### config.mk
export PLATFORM = sky130hd
export DESIGN_NAME = rcr_top
export DESIGN_NICKNAME = d
export VERILOG_FILES = /design/src/core/rcr_pkg.sv /design/src/core/rcr_sync_if.sv /design/src/core/rcr_sync.sv /design/src/core/rcr_top.sv
export SDC_FILE = /design/constraint.sdc
export NUM_CORES = 1
export LEC_CHECK = 0
export ABC_AREA = 1
export BUFFER_PORTS_ARGS = -buffer_cell sky130_fd_sc_hd__buf_2
export CORE_ASPECT_RATIO = 1.25
export CORE_MARGIN = 4
export CORE_UTILIZATION = 40
export CTS_CLUSTER_DIAMETER = 80
export DETAILED_ROUTE_END_ITERATION = 7
export GPL_TIMING_DRIVEN = 0
export HOLD_SLACK_MARGIN = 0.03
export PLACE_DENSITY = 0.66
export RECOVER_POWER = 25
export SLEW_MARGIN = 20
export SYNTH_ARGS = -nofsm -noshare
export SYNTH_HDL_FRONTEND = slang
export SYNTH_SLANG_ARGS = --single-unit
### constraint.sdc
create_clock -name clk -period 4.3 [get_ports clk]
set_clock_uncertainty 0.1 [all_clocks]
set_input_delay 0.86 -clock clk [delete_from_list [all_inputs] [get_ports clk]]
set_output_delay 0.86 -clock clk [all_outputs]
set_load 0.02 [all_outputs]
### src/core/rcr_pkg.sv
// reset cause register: shared constants and types
// assumes a single 250 MHz system clock shared by all users
package rcr_pkg;
    localparam logic [7:0] RCR_ADDR       = 8'hEF;
    // bit positions inside reset_cause_control
    localparam int         RCR_BIT_FLASH  = 6;
    localparam int         RCR_BIT_COMP   = 5;
    localparam int         RCR_BIT_SOFT   = 4;
    localparam int         RCR_BIT_WDOG   = 3;
    localparam int         RCR_BIT_CLOCK  = 2;
    localparam int         RCR_BIT_POWER  = 1;
    localparam int         RCR_BIT_PIN    = 0;
    localparam int         RCR_NCAUSE     = 7;
    // flag value after power-on: only the power/supply flag reads 1
    localparam logic [6:0] RCR_FLAGS_RST  = 7'h02;
    localparam logic       RCR_EN_RST     = 1'h0;
    // synchroniser lanes and their idle levels (pin high, supply good)
    localparam int         RCR_SY_COMP    = 0;
    localparam int         RCR_SY_PIN     = 1;
    localparam int         RCR_SY_SUP     = 2;
    localparam int         RCR_SY_CLK     = 3;
    localparam int         RCR_SY_W       = 4;
    localparam logic [3:0] RCR_SY_RST     = 4'h7;
    // shortest system reset pulse
    localparam int         RCR_HOLD_NS    = 100;
    localparam int         RCR_CLK_MHZ    = 250;
    localparam int         RCR_HOLD_CYC   =
        (RCR_HOLD_NS * RCR_CLK_MHZ + 999) / 1000;

    typedef enum logic [0:0] {
        RCR_RUN  = 1'b0,
        RCR_HOLD = 1'b1
    } rcr_state_type;
endpackage : rcr_pkg

### src/core/rcr_sync_if.sv
// reset cause register: raw and synchronised source levels
// assumes the owner drives raw and the synchroniser drives sync
`timescale 1ns/100ps
interface rcr_sync_if #(parameter int W = 4);
    logic [W-1:0] raw;
    logic [W-1:0] sync;
    modport src  (output raw, input sync);
    modport sink (input raw, output sync);
endinterface : rcr_sync_if

### src/core/rcr_sync.sv
// reset cause register: two-flop synchroniser per lane
// assumes raw levels are asynchronous to clk
`timescale 1ns/100ps
module rcr_sync
    import rcr_pkg::*;
#(
    parameter int              W       = RCR_SY_W,
    parameter logic [W-1:0]    RST_VAL = RCR_SY_RST
) (
    input  wire logic clk,         // system clock
    input  wire logic rst_n,       // synchronous reset, active low
    input  wire logic ce,          // clock enable
    rcr_sync_if.sink  sif          // raw in, synchronised out
);
    typedef struct packed {
        logic [W-1:0] meta;
        logic [W-1:0] safe;
    } rcr_sync_state_type;

    rcr_sync_state_type q;
    rcr_sync_state_type d;

    // refuse a lane count the synchroniser cannot hold
    if (W < 1) begin : gen_w_check
        $error("rcr_sync: W must be at least 1");
    end

    always_comb begin
        d      = q;
        d.meta = sif.raw;
        d.safe = q.meta;
    end

    always_ff @(posedge clk) begin
        if (!rst_n) begin
            q.meta <= RST_VAL;
            q.safe <= RST_VAL;
        end else if (ce) begin
            q <= d;
        end
    end

    assign sif.sync = q.safe;
endmodule : rcr_sync

### src/core/rcr_top.sv
// reset cause register: cause capture, source enables, soft reset
// assumes rst_n is the power-on reset of this block only; the system
// reset it requests leaves this block running so flags survive it
//
// Notes on behaviour
// - register answers at address 0xEF on every page, no page select.
// - bit 6 reads 1 after a flash access fault reset.
// - bit 5 written 1 enables comparator reset while its output is low.
// - writing 1 to bit 4 starts a system reset at once.
// - bit 4 reads 1 only after a software reset.
// - bit 3 reads 1 only after a watchdog overflow reset.
// - bit 2 written 1 enables the stalled clock detector reset.
// - bit 2 reads 1 only after a stalled clock reset.
// - bit 1 written 1 enables the supply monitor reset.
// - bit 1 reads 1 after power-on or supply monitor reset.
// - when bit 1 reads 1 the other flags carry no meaning.
// - bit 0 reads 1 only after an external pin reset.
// - writing 0 to bit 2 disables stalled clock resets.
// - bit 5 reads 1 only after a comparator reset.
`timescale 1ns/100ps
module rcr_top
    import rcr_pkg::*;
#(
    parameter int HOLD_CYC = RCR_HOLD_CYC
) (
    input  wire logic       clk,             // system clock, 250 MHz
    input  wire logic       rst_n,           // power-on reset, active low
    input  wire logic       ce,              // clock enable
    input  wire logic [7:0] sfr_addr,        // register address
    input  wire logic       sfr_wr,          // write strobe
    input  wire logic       sfr_rd,          // read strobe
    input  wire logic [7:0] sfr_wdata,       // write data
    output logic      [7:0] sfr_rdata,       // read data, one cycle later
    input  wire logic       flash_fault,     // flash access fault pulse
    input  wire logic       wdog_overflow,   // watchdog overflow pulse
    input  wire logic       comp_out,        // comparator output, async
    input  wire logic       clk_stall,       // clock detector timeout, async
    input  wire logic       supply_ok,       // supply above threshold, async
    input  wire logic       reset_pin_n,     // external reset pin, async
    output logic            sys_rst_req,     // system reset request
    output logic            comp_rst_en,     // comparator reset enabled
    output logic            clk_det_en,      // stalled clock detector on
    output logic            sup_rst_en       // supply monitor reset enabled
);
    localparam logic [7:0] HOLD_LAST = 8'(HOLD_CYC - 1);

    typedef struct packed {
        rcr_state_type           state;
        logic [7:0]              cnt;
        logic [RCR_NCAUSE-1:0]   pending;
        logic [RCR_NCAUSE-1:0]   flags;
        logic                    en_comp;
        logic                    en_clk;
        logic                    en_sup;
        logic [7:0]              rdata;
    } rcr_top_state_type;

    rcr_top_state_type     q;
    rcr_top_state_type     d;
    logic [RCR_NCAUSE-1:0] cause;
    logic                  level_src;
    logic                  sel;

    rcr_sync_if #(.W(RCR_SY_W)) sif ();

    // the hold counter is eight bits wide
    if (HOLD_CYC < 1 || HOLD_CYC > 256) begin : gen_hold_check
        $error("rcr_top: HOLD_CYC must lie in 1..256");
    end

    assign sif.raw[RCR_SY_COMP] = comp_out;
    assign sif.raw[RCR_SY_PIN]  = reset_pin_n;
    assign sif.raw[RCR_SY_SUP]  = supply_ok;
    assign sif.raw[RCR_SY_CLK]  = clk_stall;

    rcr_sync #(
        .W       (RCR_SY_W),
        .RST_VAL (RCR_SY_RST)
    ) u_sync (
        .clk   (clk),
        .rst_n (rst_n),
        .ce    (ce),
        .sif   (sif)
    );

    assign sel = (sfr_addr == RCR_ADDR);

    always_comb begin
        cause = '0;
        cause[RCR_BIT_FLASH] = flash_fault;
        cause[RCR_BIT_COMP]  = q.en_comp & ~sif.sync[RCR_SY_COMP];
        cause[RCR_BIT_SOFT]  = (q.state == RCR_RUN) & sfr_wr & sel
                               & sfr_wdata[RCR_BIT_SOFT];
        cause[RCR_BIT_WDOG]  = wdog_overflow;
        cause[RCR_BIT_CLOCK] = q.en_clk & sif.sync[RCR_SY_CLK];
        cause[RCR_BIT_POWER] = q.en_sup & ~sif.sync[RCR_SY_SUP];
        cause[RCR_BIT_PIN]   = ~sif.sync[RCR_SY_PIN];
        // level sources restart the hold count; in hold only the pin can, as the other enables are cleared
        level_src = cause[RCR_BIT_COMP] | cause[RCR_BIT_CLOCK]
                    | cause[RCR_BIT_POWER] | cause[RCR_BIT_PIN];
    end

    always_comb begin
        d       = q;
        d.rdata = 8'h00;
        // reads return flags, never the enable settings
        if (sfr_rd && sel) begin
            d.rdata = {1'b0, q.flags};
        end
        unique case (q.state)
            RCR_RUN: begin
                if (sfr_wr && sel) begin
                    d.en_comp = sfr_wdata[RCR_BIT_COMP];
                    d.en_clk  = sfr_wdata[RCR_BIT_CLOCK];
                    d.en_sup  = sfr_wdata[RCR_BIT_POWER];
                end
                // enables drop on entry so a lingering low comparator
                // or supply cannot keep the system in reset for ever
                if (|cause) begin
                    d.state   = RCR_HOLD;
                    d.cnt     = HOLD_LAST;
                    d.pending = cause;
                    d.en_comp = RCR_EN_RST;
                    d.en_clk  = RCR_EN_RST;
                    d.en_sup  = RCR_EN_RST;
                end
            end
            RCR_HOLD: begin
                // every cause seen during the reset is kept
                d.pending = q.pending | cause;
                if (level_src) begin
                    d.cnt = HOLD_LAST;
                end else if (q.cnt == 8'h00) begin
                    d.flags   = q.pending | cause;
                    d.pending = '0;
                    d.state   = RCR_RUN;
                end else begin
                    d.cnt = q.cnt - 8'h01;
                end
            end
        endcase
    end

    always_ff @(posedge clk) begin
        if (!rst_n) begin
            q.state   <= RCR_RUN;
            q.cnt     <= 8'h00;
            q.pending <= '0;
            q.flags   <= RCR_FLAGS_RST;
            q.en_comp <= RCR_EN_RST;
            q.en_clk  <= RCR_EN_RST;
            q.en_sup  <= RCR_EN_RST;
            q.rdata   <= 8'h00;
        end else if (ce) begin
            q <= d;
        end
    end

    assign sfr_rdata   = q.rdata;
    assign sys_rst_req = (q.state == RCR_HOLD);
    assign comp_rst_en = q.en_comp;
    assign clk_det_en  = q.en_clk;
    assign sup_rst_en  = q.en_sup;
endmodule : rcr_top

==> impl_metrics.tcl, run 1 <==
set metrics [dict create \
    nets 363 \
    reg2reg_depth 9 \
    clkSinkCount 41 \
    seq_area_frac_synth 0.391 \
    worstReg2RegStart "q[25]" \
    synthTopCellsByCount "78 x nand2_1, 41 x dfxtp_1, 32 x nor2_1" \
    syn-num-nets 325 \
    grt_max_degree 14 \
    utilization 0.482 \
    cap_violations 0 \
    drc 0 \
    die_y_um 89.0 \
    arrival_ns 2.31 \
    fillerInstances 534 \
    ios 39 \
    yosysTopAreaCellShare 0.391 \
    num_vias 1865 \
    yosysWarningCount 0 \
    num_antenna_cells 0 \
    coreArea_um2 5080 \
    vias_per_cell 4.69 \
    hold_class "flop to flop" \
    hold_viol 0 \
    timing.slew.headroom 0.648 \
    min_period_ns 2.21 \
    synth_top_cell_by_area "dfxtp_1" \
    p_leak_nw 1.17 \
    finalCritPeriodShare 0.515 \
    cts_tree "built" \
    die-area_um2 6480 \
    synthArstFlopShare 0 \
    drive_above_1_share 0.241 \
    end_kind "flop" \
    clock_path_buffers 2 \
    numCtsBuffers 5 \
    drtIter0Drc 78 \
    start_kind "input port" \
    setup_violations 0 \
    status "complete, no violations" \
    cts-hold-fix-buffers 0 \
    grt_usage 0.150 \
    worstHoldEndpoint "sfr_rdata[2]" \
    cp_max_fo 10 \
    fp.dieW_um 72.8 \
    hpwl_um 3530 \
    grt.overflow.total 0 \
    routed_wirelength_um 4500 \
    synth_area_leaders "dfxtp_1 39%, nand2_1 14%, a21oi_1 5.7%" \
    cts.repair.resized 0 \
    power.density_nw_per_um2 367 \
    peakVddDrop_v 0.000201 \
    crit_slowest_cell "nor3_4" \
    gp_congestion 0.914 \
    ys_ff_latch 41 \
    cts.clk_slew.worst_paths_ns 0.08 \
    crit_type "input port to flop" \
    area_growth_pct 16.8 \
    maxSlewViolCount 0 \
    cts-root-buf "clkbuf_8" \
    worst-path-buf-inv 3 \
    hold_depth 2 \
    grt_pass1_vias 1741 \
    crit_required_ns 4.39 \
    yosys.cell_count.top_type "nand2_1" \
    path_delay_family "buffers and inverters" \
    cts_max_level 2 \
    rsz0062_at_grt "no" \
    post-cts-setup-buffers 0 \
    hold_start "q[13]" \
    grt_pass1_wl_um 7690 \
    initial_utilization 0.413 \
    first_pass_iters 4 \
    postRouteAntennaNets 0 \
    r2r_end "q[12]" \
    clk_latency_ns 0.30 \
    final.setup.tns_ns 0 \
    slowest_delay_ns 0.41 \
    antenna_found_initial 0 \
    rows 29 \
    cp_cell_sequence "clkbuf_1, inv_1, nor3_4, inv_4, a21oi_2, o21ai_1" \
    regToRegSetupSlack_ns 2.57 \
    io_buffers 31 \
    avgSynthCellArea_um2 7.06 \
    worst_slew_pin_slew_ns 0.528 \
    synth_area_um2 2100 \
    synth_cell_type_count 32 \
    fmax_ghz 0.452 \
    synth_edf_count 0 \
    synth_flop_cell "dfxtp_1" \
    synth_cells 297 \
    wl_per_cell_um 11.3 \
]
[sequential cells by signal (all words and copies together), names as in the netlist]
name	count
clk_det_en	1
comp_rst_en	1
q	22
sfr_rdata	7
sup_rst_en	1
sys_rst_req	1
u_sync.d	4
u_sync.sif.sync	4
[cells by family (layout without fill, tap and decap cells)]
group / after synthesis / count (layout) / share of synthesized area
adders and majority gates: 1 / 1 / 0.00596
and+or+nand+nor: 158 / 158 / 0.366
DFF: 41 / 41 / 0.391
buffers and inverters: 48 / 87 / 0.110
other: 1 / 1 / 0.00179
AOI/OAI and AO/OA: 46 / 46 / 0.117
xor gates and xnor gates: 2 / 2 / 0.00835
[how the worst max path moves through the flow]
stage,startpoint,end,slack [ns],cells past startpoint
floorplan,ce,q[12],2.32,6
global placement,ce,q[12],2.04,6
detailed placement,ce,q[12],2.03,6
CTS,sup_rst_en,sup_rst_en,2.33,1
global route,ce,q[12],1.87,6
finish,ce,q[12],2.09,6
[tightest hold or removal path, cell delays in order, from the launching register on]
cell and delay (ns):
dfxtp_1 0.31, nand2_1 0.06, a21oi_1 0.05
[layer usage]
metal	global-route usage	wire [µm]	up-vias
met5	0	0	-
met4	0.0604	71	0
met3	0.0304	139	5
met2	0.269	2270	25
met1	0.174	2020	827
li1	-	-	1008
[cells in the final DEF, fill, tap and decap left out, drive strengths merged]
master,count
clkinvlp,1
nand3,18
and3,1
clkbuf,13
nor3,8
nand3b,3
a21oi,26
dfxtp,41
nand2,86
conb,1
ha,1
buf,43
nand4,3
nor2,39
inv,29
bufinv,1
xor2,2
o21ai,20
[power by group]
group,switching [mW],internal [mW]
clock,0.137,0.189
combinational,0.0983,0.0602
sequential,0.0145,0.400
total,0.249,0.649
[layout make-up]
class                           count  area, µm²  area share
Sequential cell                    41        821       0.335
Tap cell                           62       77.6      0.0317
Clock inverter                      2       37.5      0.0153
Buffer                             19        118      0.0480
Clock buffer                        6       82.6      0.0337
Timing Repair Buffer               31        155      0.0633
Multi-Input combinational cell    208       1050       0.427
Inverter                           29        111      0.0455
[per-stage QoR]
step	cell area, µm²	setup WS (ns)	instances	power (mW)	hold WS (ns)
CTS	2450	2.33	398	0.908	0.362
global route	2450	1.87	398	0.947	0.389
detailed placement	2330	2.03	390	0.584	0.349
global placement	2330	2.04	390	0.582	0.346
floorplan	2100	2.32	297	0.544	0.329
finish	2450	2.09	398	0.899	0.357
Note: power is estimated with default switching activity, not from simulation.
==> run 2, diff against run 1 <==
- PLACE_DENSITY: 0.66 -> 0.68
- clock period: 4.3 -> 1.8 ns (I/O delays scaled with it)
==> run 2 against run 1 <==
  * Register-to-register slack got worse by 2.4 ns
  * Combinational power is 150% higher
  * Sequential share of layout area down 0.15 points
  * Clock-buffer cell count fell by 1
  * Critical path depth rose by 3
  * Largest cell class unchanged
  * First-iteration DRC count down 44%
  * Cell count is the same
  * Wire length rose by 0.84%
  * Via count rose by 2.2%
  * Clock power increased by 130%
==> impl_metrics.tcl, run 2 (synthesis gave the netlist of run 1 again) <==
set metrics [dict create \
    status "complete, no violations" \
    antenna_found_initial 0 \
    rsz0062_at_grt "no" \
    fillerInstances 526 \
    drc 0 \
    ios 39 \
    crit_required_ns 1.89 \
    p_leak_nw 1.18 \
    clk_latency_ns 0.30 \
    wl_per_cell_um 11.4 \
    grt.met3_usage 0.0337 \
    peakVddDrop_v 0.000717 \
    arrival_ns 1.76 \
    final.setup.tns_ns 0 \
    postRouteAntennaNets 0 \
    vias_per_cell 4.79 \
    fin_total_pwr_mw 2.13 \
    first_pass_iters 4 \
    cts_max_level 2 \
    busiest_layer "met2" \
    hold_class "input port to flop" \
    cts_tree "built" \
    clock_path_buffers 2 \
    cts-root-buf "clkbuf_8" \
    final_area_um2 2460 \
    final_common_cell "nand2_1" \
    fmax_ghz 0.600 \
    min_period_ns 1.67 \
    use_met2 0.269 \
    grt_usage 0.151 \
    nets 363 \
    start_kind "flop" \
    io_buffers 31 \
    cts.clk_slew.worst_paths_ns 0.08 \
    grt_pass1_vias 1777 \
    routed_wirelength_um 4540 \
    met1_usage 0.175 \
    end_kind "flop" \
    finalCritPeriodShare 0.927 \
    crit_type "flop to flop" \
    fp.dieW_um 72.8 \
    die-area_um2 6480 \
    num_vias 1906 \
    grt_max_degree 15 \
    cp_max_fo 8 \
    drive_above_1_share 0.256 \
    hold_viol 0 \
    grt.overflow.total 0 \
    numCtsBuffers 5 \
    hpwl_um 3490 \
    cap_violations 0 \
    die_y_um 89.0 \
    power.density_nw_per_um2 865 \
    clkSinkCount 41 \
    largest_register_ffs 22 \
    initial_utilization 0.413 \
    setup_violations 0 \
    num_antenna_cells 0 \
    final_cell_mix "78 x nand2_1, 40 x dfxtp_1, 33 x buf_2" \
    drtIter0Drc 44 \
    grt_pass1_wl_um 7720 \
    regMostFlops "q" \
    area_growth_pct 17.5 \
    rows 29 \
    maxSlewViolCount 0 \
    place_area_um2 2330 \
    utilization 0.485 \
    coreArea_um2 5080 \
    gp_congestion 0.913 \
]
[run 2: worst paths after layout]
| path | start | end | slack [ns] | depth (start not counted) |
|---|---|---|---|---|
| hold / removal | comp_out | u_sync.d[0] | 0.17 | 3 |
| setup / recovery | q[25] | q[12] | 0.13 | 9 |
| hold reg to reg | q[13] | sfr_rdata[2] | 0.36 | 2 |
| setup reg to reg | q[25] | q[12] | 0.13 | 9 |
[run 2: critical path, cell delays in order, from the launching register on]
cell and delay [ns]:
dfxtp_1 0.33, inv_2 0.08, ha_4 0.15, nand2_2 0.08, nor2_4 0.10, nand2_2 0.08
nor3_4 0.32, inv_4 0.12, a21oi_2 0.13, o21ai_1 0.07
[run 2: where the power goes]
group | switching [mW] | leakage (nW) | internal [mW]
logic | 0.242 | 0.787 | 0.150
clock network | 0.335 | 0.0543 | 0.415
registers | 0.0347 | 0.336 | 0.957
[run 2: layout make-up]
class                   instances  area, µm²  share of cell area
plain buffers                  19        119              0.0482
repair buffers                 31        155              0.0629
flip-flops and latches         41        822               0.334
clock buffers                   5       68.8              0.0279
inverters                      29        111              0.0452
clock inverters                 3       46.3              0.0188
well taps                      62       77.6              0.0315
multi-input cells             208       1060               0.432
[run 2: per-stage QoR]
stage          hold slack, ns  setup WS (ns)  instances
6_report                0.172          0.132        398
5_1_grt                 0.174        0.00507        398
3_3_place_gp            0.346         0.0406        390
2_1_floorplan           0.329          0.252        297
4_1_cts                 0.166         0.0588        398
3_5_place_dp            0.348         0.0294        390
[run 2: what timing repair did]
| item | 4_1_cts | 5_1_grt |
|---|---|---|
| hold endpoints to repair | 0 | 0 |
| setup endpoints to repair | 0 | 7 |
| resized for setup | 0 | 6 |
| hold buffers | 0 | 0 |
| buffers inserted | 0 | 0 |
[run 2: layer usage]
layer  part of all wire  vias up
li1                   -     1004
met1               0.44      860
met2               0.51       36
met3              0.035        6
met4              0.013        0
met5                  0        -
